## src/vc_arb_cap_pkg.sv

```systemverilog
// Constants for the VC arbitration capability register bank
package vc_arb_cap_pkg;

  // ----------------------------------------
  // Register indexes and byte addresses
  // ----------------------------------------
  localparam logic [11:0] CAP_TWO_IDX = 12'h208;
  localparam logic [11:0] CTL_IDX     = 12'h20c;
  localparam logic [11:0] STS_IDX     = 12'h20e;
  localparam logic [11:0] RES0_IDX    = 12'h210;
  localparam logic [13:0] CAP_TWO_ADDR = {CAP_TWO_IDX, 2'b00};
  localparam logic [13:0] CTL_ADDR     = {CTL_IDX, 2'b00};
  localparam logic [13:0] STS_ADDR     = {STS_IDX, 2'b00};
  localparam logic [13:0] RES0_ADDR    = {RES0_IDX, 2'b00};

  // ----------------------------------------
  // Field positions and fixed values
  // ----------------------------------------
  localparam int SCHEME_MSB   = 7;
  localparam int SCHEME_USED  = 3;
  localparam int TBL_LOC_LSB  = 24;
  localparam int SEL_LSB      = 1;
  localparam int SEL_MSB      = 3;
  localparam int LOAD_BIT     = 0;
  localparam int TBL_STS_BIT  = 0;
  localparam int PKT_SWITCH_BIT   = 14;
  localparam int SNOOP_REJECT_BIT = 15;
  localparam logic [7:0] TBL_LOC_VAL   = 8'h00;
  localparam logic [7:0] PORT_ARB_UP   = 8'h03;
  localparam logic [7:0] PORT_ARB_DOWN = 8'h01;
  localparam logic [2:0] SEL_RESET     = 3'h0;
  localparam logic [31:0] WORD_ZERO    = 32'h0000_0000;

endpackage

```

## src/vc_arbitration_capability_regs.sv

```systemverilog
// VC arbitration capability register bank behind an APB slave
//
// The APB register port was decided locally.
`timescale 1ns/1ps

//
// Contract
// - VC scheme bits 0..3, bits 7:4 reserved
// - VC scheme field only with low ext VCs
// - Table location in 31:24, 16-byte units
// - Table location always reads zero
// - Load table bit reads zero, no effect
// - Scheme select 3:1 writable, no effect
// - Table status bit always reads zero
// - Port arb reads 0x3 upstream, 0x1 downstream
// - Port arb bits 0..5 name the schemes
// - Several port arb bits set together on an upstream port only
// - Advanced packet switching bit reads zero
// - Reject snoop bit reads zero
module vc_arbitration_capability_regs #(
  parameter logic [2:0] LP_EXT_VC_COUNT = 3'h0,
  parameter logic [7:0] VC_ARB_SUPPORT  = 8'h00
) (
  // Clock and reset
  input  wire logic        pclk,
  input  wire logic        presetn,
  // APB slave
  input  wire logic        psel,
  input  wire logic        penable,
  input  wire logic        pwrite,
  input  wire logic [13:0] paddr,
  input  wire logic [31:0] pwdata,
  input  wire logic [3:0]  pstrb,
  output logic      [31:0] prdata,
  output logic             pready,
  output logic             pslverr,
  // Port role strap pin and state, scheme select
  input  wire logic        upstream_port_pin,
  output logic             upstream_port,
  output logic      [2:0]  vc_arb_scheme_select
);

  // ----------------------------------------
  // Decode helpers
  // ----------------------------------------
  function automatic logic is_mapped(input logic [13:0] a);
    return a == vc_arb_cap_pkg::CAP_TWO_ADDR ||
           a == vc_arb_cap_pkg::CTL_ADDR ||
           a == vc_arb_cap_pkg::STS_ADDR ||
           a == vc_arb_cap_pkg::RES0_ADDR;
  endfunction

  function automatic logic [7:0] port_arb(input logic up);
    return up ? vc_arb_cap_pkg::PORT_ARB_UP
              : vc_arb_cap_pkg::PORT_ARB_DOWN;
  endfunction

  // ----------------------------------------
  // Strap synchroniser
  // ----------------------------------------
  logic up_meta_q;
  logic up_meta_d;
  logic up_sync_q;
  logic up_sync_d;

  always_comb
  begin
    up_meta_d = upstream_port_pin;
    up_sync_d = up_meta_q;
  end

  always_ff @(posedge pclk or negedge presetn)
  begin
    if (!presetn)
    begin
      up_meta_q <= 1'b0;
      up_sync_q <= 1'b0;
    end
    else
    begin
      up_meta_q <= up_meta_d;
      up_sync_q <= up_sync_d;
    end
  end

  assign upstream_port = up_sync_q;

  // ----------------------------------------
  // Fixed register images
  // ----------------------------------------
  logic [7:0]  scheme_support;
  logic [31:0] cap_two_word;
  logic [31:0] res0_word;

  always_comb
  begin
    // Reserved scheme bits are masked so a bad default cannot leak
    scheme_support = 8'h00;
    if (LP_EXT_VC_COUNT != 3'h0)
    begin
      scheme_support[vc_arb_cap_pkg::SCHEME_USED:0] =
        VC_ARB_SUPPORT[vc_arb_cap_pkg::SCHEME_USED:0];
    end
    cap_two_word = vc_arb_cap_pkg::WORD_ZERO;
    cap_two_word[vc_arb_cap_pkg::SCHEME_MSB:0] = scheme_support;
    cap_two_word[31:vc_arb_cap_pkg::TBL_LOC_LSB] =
      vc_arb_cap_pkg::TBL_LOC_VAL;
    res0_word = vc_arb_cap_pkg::WORD_ZERO;
    res0_word[7:0] = port_arb(up_sync_q);
    res0_word[vc_arb_cap_pkg::PKT_SWITCH_BIT] = 1'b0;
    res0_word[vc_arb_cap_pkg::SNOOP_REJECT_BIT] = 1'b0;
  end

  // ----------------------------------------
  // Writable scheme select
  // ----------------------------------------
  logic [2:0] sel_q;
  logic [2:0] sel_d;
  logic       wr_access;

  assign wr_access = psel && penable && pwrite;

  always_comb
  begin
    // Only bits 3:1 take writes; bit 0 and 15:4 drop them
    sel_d = sel_q;
    if (wr_access && paddr == vc_arb_cap_pkg::CTL_ADDR && pstrb[0])
    begin
      sel_d = pwdata[vc_arb_cap_pkg::SEL_MSB:vc_arb_cap_pkg::SEL_LSB];
    end
  end

  always_ff @(posedge pclk or negedge presetn)
  begin
    if (!presetn)
    begin
      sel_q <= vc_arb_cap_pkg::SEL_RESET;
    end
    else
    begin
      sel_q <= sel_d;
    end
  end

  // Select is reported but steers nothing: only the default VC exists
  assign vc_arb_scheme_select = sel_q;

  // ----------------------------------------
  // Read data and error, loaded in setup
  // ----------------------------------------
  logic [31:0] rdata_q;
  logic [31:0] rdata_d;
  logic        err_q;
  logic        err_d;
  logic        setup;

  assign setup = psel && !penable;

  always_comb
  begin
    rdata_d = rdata_q;
    err_d   = err_q;
    if (setup)
    begin
      err_d   = !is_mapped(paddr);
      rdata_d = vc_arb_cap_pkg::WORD_ZERO;
      if (!pwrite)
      begin
        case (paddr)
          vc_arb_cap_pkg::CAP_TWO_ADDR: rdata_d = cap_two_word;
          vc_arb_cap_pkg::CTL_ADDR:
          begin
            rdata_d[vc_arb_cap_pkg::SEL_MSB:vc_arb_cap_pkg::SEL_LSB] =
              sel_q;
            rdata_d[vc_arb_cap_pkg::LOAD_BIT] = 1'b0;
          end
          vc_arb_cap_pkg::STS_ADDR:
            rdata_d[vc_arb_cap_pkg::TBL_STS_BIT] = 1'b0;
          vc_arb_cap_pkg::RES0_ADDR: rdata_d = res0_word;
          default: rdata_d = vc_arb_cap_pkg::WORD_ZERO;
        endcase
      end
    end
  end

  always_ff @(posedge pclk or negedge presetn)
  begin
    if (!presetn)
    begin
      rdata_q <= vc_arb_cap_pkg::WORD_ZERO;
      err_q   <= 1'b0;
    end
    else
    begin
      rdata_q <= rdata_d;
      err_q   <= err_d;
    end
  end

  // Zero wait states: every access completes in its first access cycle
  assign pready  = 1'b1;
  assign prdata  = rdata_q;
  assign pslverr = err_q && psel && penable;

  logic rd_acc;
  assign rd_acc = psel && penable && !pwrite;
endmodule

```

## config.mk

```make
export PLATFORM = sky130hd
export DESIGN_NAME = vc_arbitration_capability_regs
export DESIGN_NICKNAME = d
export VERILOG_FILES = /design/src/vc_arb_cap_pkg.sv /design/src/vc_arbitration_capability_regs.sv
export SDC_FILE = /design/constraint.sdc
export NUM_CORES = 1
export LEC_CHECK = 0
export BUFFER_PORTS_ARGS = -buffer_cell sky130_fd_sc_hd__buf_2
export CAP_MARGIN = 25
export CORE_MARGIN = 2
export CORE_UTILIZATION = 33
export CTS_CLUSTER_SIZE = 12
export DETAILED_ROUTE_END_ITERATION = 8
export PLACE_DENSITY = 0.84
export SLEW_MARGIN = 20
export SYNTH_ARGS = -nofsm -noshare
export SYNTH_HDL_FRONTEND = slang
export SYNTH_SLANG_ARGS = --single-unit
```

## constraint.sdc

```tcl
create_clock -name pclk -period 1.2 [get_ports pclk]
set_input_delay 0.12 -clock pclk [delete_from_list [all_inputs] [get_ports pclk]]
set_output_delay 0.12 -clock pclk [all_outputs]
set_load 0.01 [all_outputs]
```

==> results of run 1 <==
## worst min-delay path by stage
stage,endpoint,slack (ns),startpoint
after CTS,vc_arb_scheme_select[0],0.08,pwdata[1]
after detailed placement,prdata[2],-0.01,presetn
final,vc_arb_scheme_select[0],0.09,pwdata[1]
after global placement,up_meta_q,-0.02,presetn
after global routing,vc_arb_scheme_select[0],0.09,pwdata[1]
after floorplan,err_q,-0.18,presetn
## layer usage
metal | part of all wire | GRT usage | vias to the layer above
met5 | 0 | 0 | -
met4 | 0.0084 | 0.0405 | 0
met3 | 0.066 | 0.0208 | 2
met2 | 0.58 | 0.250 | 34
met1 | 0.35 | 0.134 | 289
li1 | - | - | 291
## layout make-up
type / count / area, sq um / share of cell area
Sequential cell: 10 / 250 / 0.253
Timing Repair Buffer: 47 / 309 / 0.313
Clock buffer: 4 / 36.3 / 0.0367
Multi-Input combinational cell: 61 / 359 / 0.363
Tap cell: 27 / 33.8 / 0.0342
## layout by cell type (no fill, tap or decap), types with 2 or more instances in the layout
master and n:
buf_2 27, mux2_4 3, a22o_1 2, conb_1 29, nand2b_1 2, nand2_1 2
dlygate4sd3_1 2, buf_4 13, nor3_1 4, clkbuf_4 3, nand4_1 2, buf_6 5
dfrtp_1 10, nor2_1 2
## cells by family (layout without fill, tap and decap cells)
family / after synthesis / in the layout
buf+inv: 29 / 51
simple gates: 21 / 21
flops: 10 / 10
compound gates: 7 / 7
mux: 4 / 4
other cells: 2 / 29
## metrics by stage
step | hold slack, ns | utilization | TNS (ns) | cells
final | 0.0876 | 0.494 | -0.241 | 149
after global routing | 0.0856 | 0.494 | -0.282 | 149
after CTS | 0.0757 | 0.477 | -0.217 | 147
after detailed placement | -0.0109 | 0.429 | -1.46 | 138
after global placement | -0.0215 | 0.429 | -1.38 | 138
after floorplan | -0.176 | - | -0.889 | 100
## critical path, cell delays in order
cell	delay, ns
buf_6	0.09
or3_4	0.38
or4_4	0.53
mux2_4	0.32
## registers in the layout, summed over array words and instances, names as in the netlist
signal,flops
prdata,4
vc_arb_scheme_select,3
err_q,1
up_meta_q,1
upstream_port,1
## power by group
part	internal, mW	switching [mW]	leakage, nW	total, mW
combinational	0.0784	0.0909	0.393	0.169
clock	0.184	0.116	0.0210	0.300
sequential	0.340	0.00128	0.130	0.342
## what timing repair did
item | CTS | global route
pin swaps | 5 | 1
hold endpoints to repair | 11 | 0
hold buffers | 2 | 0
setup endpoints to repair | 3 | 3
setup buffers | 3 | 2
gates resized for setup | 3 | 3
==> impl_metrics.env, run 1 <==
export IMPL_status="complete, but fails checks"
export IMPL_violations="setup timing"
export IMPL_syn_to_final_growth_pct=38.8
export IMPL_synth_xor_area_share=0
export IMPL_drt_total_wl_um=1560
export IMPL_cp_max_fo=3
export IMPL_worst_clock_skew_ns=0.0122
export IMPL_crit_arrival_ns=1.44
export IMPL_n_fill_cell=203
export IMPL_synth_edf_count=0
export IMPL_track_usage=0.127
export IMPL_synth_common_cells="buf_4 (29), dfrtp_1 (10), nor3_1 (4)"
export IMPL_cts_tree="built"
export IMPL_seq_area_frac_synth=0.351
export IMPL_diodes=0
export IMPL_dpl_instance_area_sq_um=858
export IMPL_final_hold_viol_count=0
export IMPL_reg2reg_slack_ns=0.38
export IMPL_drv_cap=0
export IMPL_hold_depth=2
export IMPL_finalWorstSetupSlack_ns=-0.0837
export IMPL_dr_pass1_iters=2
export IMPL_pwr_density_cell_nw_per_um2=820
export IMPL_io_pins=94
export IMPL_overflow=0
export IMPL_dpl_hpwl_um=1260
export IMPL_synthAdderAreaFrac=0
export IMPL_htreeDepth=1
export IMPL_cp_startpoint="paddr[6]"
export IMPL_grt_antenna_before_repair=0
export IMPL_yosys_area_top_type="dfrtp_1"
export IMPL_pre_cts_slack_ns=-0.487
export IMPL_power_total_mw=0.811
export IMPL_coreArea_sq_um=2000
export IMPL_rsz0062_at_grt="yes"
export IMPL_grt_max_degree=11
export IMPL_ys_ff_latch=10
export IMPL_synth_top_area_frac=0.351
export IMPL_drt_iter0_markers=5
export IMPL_finalSetupViolations=3
export IMPL_synthArstFlopShare=1.00
export IMPL_synth_compound_gate_area_share=0.0703
export IMPL_port_buffers=32
export IMPL_synth_cell_type_count=25
export IMPL_slew_viol_final=0
export IMPL_synth_area_leaders="dfrtp_1 (35%), buf_4 (31%), mux2_4 (6.3%)"
export IMPL_rr_endpoint="prdata[1]"
export IMPL_required_ns=1.36
export IMPL_clock_fmax_mhz=779
export IMPL_numCtsBuffers=3
export IMPL_fp_dieH_um=50.4
export IMPL_fin_area_sq_um=988
export IMPL_die_w_um=50.4
export IMPL_clock_root_buffer="clkbuf_4"
export IMPL_vias_per_cell=4.13
export IMPL_worstSetupPathType="input port to flop"
export IMPL_post_route_period_util=1.07
export IMPL_antenna_left=0
export IMPL_nets=179
export IMPL_endpoint_kind="flop"
export IMPL_hp_class="input port to flop"
export IMPL_layout_min_cycle_time_ns=1.28
export IMPL_synth_mux_area_frac=0.0791
export IMPL_peakVddDrop_mv=0.694
export IMPL_syn_instance_count=73
export IMPL_rows=16
export IMPL_cp_start_kind="input port"
export IMPL_p_leak_nw=0.544
export IMPL_cts_buffer_depth=2
export IMPL_post_drt_wl_per_cell_um=10.4
export IMPL_synthesis_area_sq_um=712
export IMPL_place_congestion=0.712
export IMPL_ys_flop_type="dfrtp_1"
export IMPL_regToRegStartpoint="vc_arb_scheme_select[0]"
export IMPL_start_util=0.356
export IMPL_drive_above_1_share=0.467
export IMPL_drc=0
export IMPL_grt_pass1_vias=559
export IMPL_reg2reg_depth=2
export IMPL_synthMostInstantiatedCell="buf_4"
export IMPL_worstSkewPairLatency_ns=0.27
export IMPL_clock_sinks=10
export IMPL_synth_top_family_by_area="buffers and inverters"
export IMPL_synth_area_per_cell_sq_um=9.75
export IMPL_grt_pass1_wl_um=2430
export IMPL_endpoint="vc_arb_scheme_select[1]"
export IMPL_synth_warnings=0
export IMPL_num_vias=616
export IMPL_synth_simple_area_share=0.183
export IMPL_clkTransAtPathRegs_ns=0.07
export IMPL_dieArea_sq_um=2540
Power figures use the tool's default switching activity.
==> inputs of run 2 (changes only) <==
--- a/config.mk
+++ b/config.mk
@@ -11,7 +11,7 @@
 export CORE_UTILIZATION = 33
 export CTS_CLUSTER_SIZE = 12
 export DETAILED_ROUTE_END_ITERATION = 8
-export PLACE_DENSITY = 0.84
+export PLACE_DENSITY = 0.83
 export SLEW_MARGIN = 20
 export SYNTH_ARGS = -nofsm -noshare
 export SYNTH_HDL_FRONTEND = slang
==> run 2 against run 1 <==
- the run still ends with setup timing left
- first-iteration DRC count rose to 2.6 times the previous value
- largest cell class unchanged
- clock skew fell by 0.0046 ns
- critical endpoint unchanged
- sequential share of layout area rose by 0.42 points
- register-to-register slack improved by 0.03 ns
- global-route usage fell by 1.3 points
- design area fell by 1.6%
==> impl_metrics.env, run 2 (same netlist as run 1, synthesis figures left out) <==
export IMPL_vias_per_cell=4.23
export IMPL_worstSetupPathType="input port to flop"
export IMPL_fin_area_sq_um=972
export IMPL_reg2reg_slack_ns=0.41
export IMPL_diodes=0
export IMPL_status="complete, but fails checks"
export IMPL_port_buffers=32
export IMPL_htreeDepth=1
export IMPL_reg2reg_depth=2
export IMPL_clock_fmax_mhz=775
export IMPL_antenna_left=0
export IMPL_crit_arrival_ns=1.44
export IMPL_grt_pass1_vias=517
export IMPL_clkTransAtPathRegs_ns=0.07
export IMPL_rr_endpoint="prdata[1]"
export IMPL_grt_max_degree=11
export IMPL_fp_dieH_um=50.4
export IMPL_fin_util=0.486
export IMPL_numCtsBuffers=3
export IMPL_largest_reg_flops=4
export IMPL_crit_path_max_incr_delay_ns=0.53
export IMPL_slew_viol_final=0
export IMPL_pwr_density_cell_nw_per_um2=830
export IMPL_final_common_cell="conb_1"
export IMPL_dieArea_sq_um=2540
export IMPL_instances_no_fill=146
export IMPL_drt_iter0_markers=13
export IMPL_nets=176
export IMPL_dpl_instance_area_sq_um=858
export IMPL_drv_cap=0
export IMPL_rows=16
export IMPL_clock_root_buffer="clkbuf_4"
export IMPL_start_util=0.356
export IMPL_n_fill_cell=192
export IMPL_cts_tree="built"
export IMPL_violations="setup timing"
export IMPL_finalSetupViolations=3
export IMPL_cp_max_fo=3
export IMPL_endpoint_kind="flop"
export IMPL_post_drt_wl_per_cell_um=10.2
export IMPL_place_congestion=0.717
export IMPL_p_leak_nw=0.531
export IMPL_regToRegStartpoint="vc_arb_scheme_select[0]"
export IMPL_finalWorstSetupSlack_ns=-0.0910
export IMPL_num_vias=618
export IMPL_crit_path_cell_trace="buf_6, or3_4, or4_4, mux2_4"
export IMPL_drive_above_1_share=0.454
export IMPL_io_pins=94
export IMPL_post_route_period_util=1.08
export IMPL_layout_min_cycle_time_ns=1.29
export IMPL_crit_slowest_cell="or4_4"
export IMPL_worst_clock_skew_ns=0.00754
export IMPL_final_hold_viol_count=0
export IMPL_dr_pass1_iters=4
export IMPL_syn_to_final_growth_pct=36.6
export IMPL_placed_cells=138
export IMPL_worstSkewPairLatency_ns=0.26
export IMPL_peakVddDrop_mv=0.935
export IMPL_grt_antenna_before_repair=0
export IMPL_final_cell_mix="conb_1 (29), buf_2 (26), dfrtp_1 (10), buf_4 (10), buf_6 (6)"
export IMPL_power_total_mw=0.807
export IMPL_drc=0
export IMPL_clock_sinks=10
export IMPL_required_ns=1.35
export IMPL_cts_buffer_depth=2
export IMPL_cp_start_kind="input port"
export IMPL_min_to="vc_arb_scheme_select[2]"
export IMPL_hold_depth=2
export IMPL_coreArea_sq_um=2000
export IMPL_dpl_hpwl_um=1200
export IMPL_rsz0062_at_grt="yes"
export IMPL_overflow=0
export IMPL_die_w_um=50.4
export IMPL_track_usage=0.114
export IMPL_hp_class="input port to flop"
export IMPL_drt_total_wl_um=1490
export IMPL_min_from="pwdata[3]"
export IMPL_grt_pass1_wl_um=2210
==> run 2: cell types whose count changed in the layout (fill, tap and decap cells not counted), sizes merged <==
cell | before | now
buf | 45 | 42
==> run 2: worst max path at each step <==
stage / startpoint / end / slack (ns) / cells past startpoint
after floorplan: paddr[10] / vc_arb_scheme_select[0] / -0.30 / 4
after global placement: paddr[10] / vc_arb_scheme_select[0] / -0.46 / 5
after detailed placement: paddr[10] / vc_arb_scheme_select[1] / -0.48 / 5
after CTS: paddr[6] / vc_arb_scheme_select[1] / -0.09 / 4
after global routing: paddr[5] / vc_arb_scheme_select[1] / -0.1 / 5
final: paddr[6] / vc_arb_scheme_select[1] / -0.09 / 4
==> run 2: routing by layer <==
layer  vias to the layer above  global-route usage  routed length (um)
met5                         -                   0                   0
met4                         0              0.0405                  25
met3                         4              0.0208                 143
met2                        44               0.208                 797
met1                       285               0.131                 520
li1                        285                   -                   -
==> run 2: metrics by stage <==
stage | hold slack (ns) | setup slack, ns | setup TNS [ns]
6_report | 0.0865 | -0.0910 | -0.254
3_3_place_gp | -0.0222 | -0.462 | -1.39
5_1_grt | 0.0834 | -0.0977 | -0.272
2_1_floorplan | -0.176 | -0.296 | -0.889
3_5_place_dp | -0.0115 | -0.484 | -1.43
4_1_cts | 0.0809 | -0.0907 | -0.249
==> run 2: cell type report <==
| cell class | count | area (sq um) | share of cell area |
|---|---|---|---|
| well taps | 27 | 33.8 | 0.0347 |
| multi-input cells | 61 | 359 | 0.369 |
| repair buffers | 44 | 293 | 0.301 |
| clock buffers | 4 | 36.3 | 0.0373 |
| flip-flops and latches | 10 | 250 | 0.257 |
==> run 2: timing repair <==
| item | CTS | global route |
|---|---|---|
| pin swaps | 3 | 1 |
| setup endpoints to repair | 3 | 3 |
| hold endpoints to repair | 11 | 0 |
| hold buffers | 2 | 0 |
| resized for setup | 3 | 4 |
| buffers inserted | 0 | 2 |
==> run 2: worst max-delay path: cells and delay by family <==
kind                   cells  cell delay (ns)
AND/OR/NAND/NOR            2             0.91
multiplexers               1             0.32
buffers and inverters      1             0.09
==> run 2: where the power goes <==
part / total (mW) / switching [mW] / internal, mW
Combinational: 0.169 / 0.0902 / 0.0783
Clock: 0.297 / 0.113 / 0.184
Sequential: 0.342 / 0.00146 / 0.340
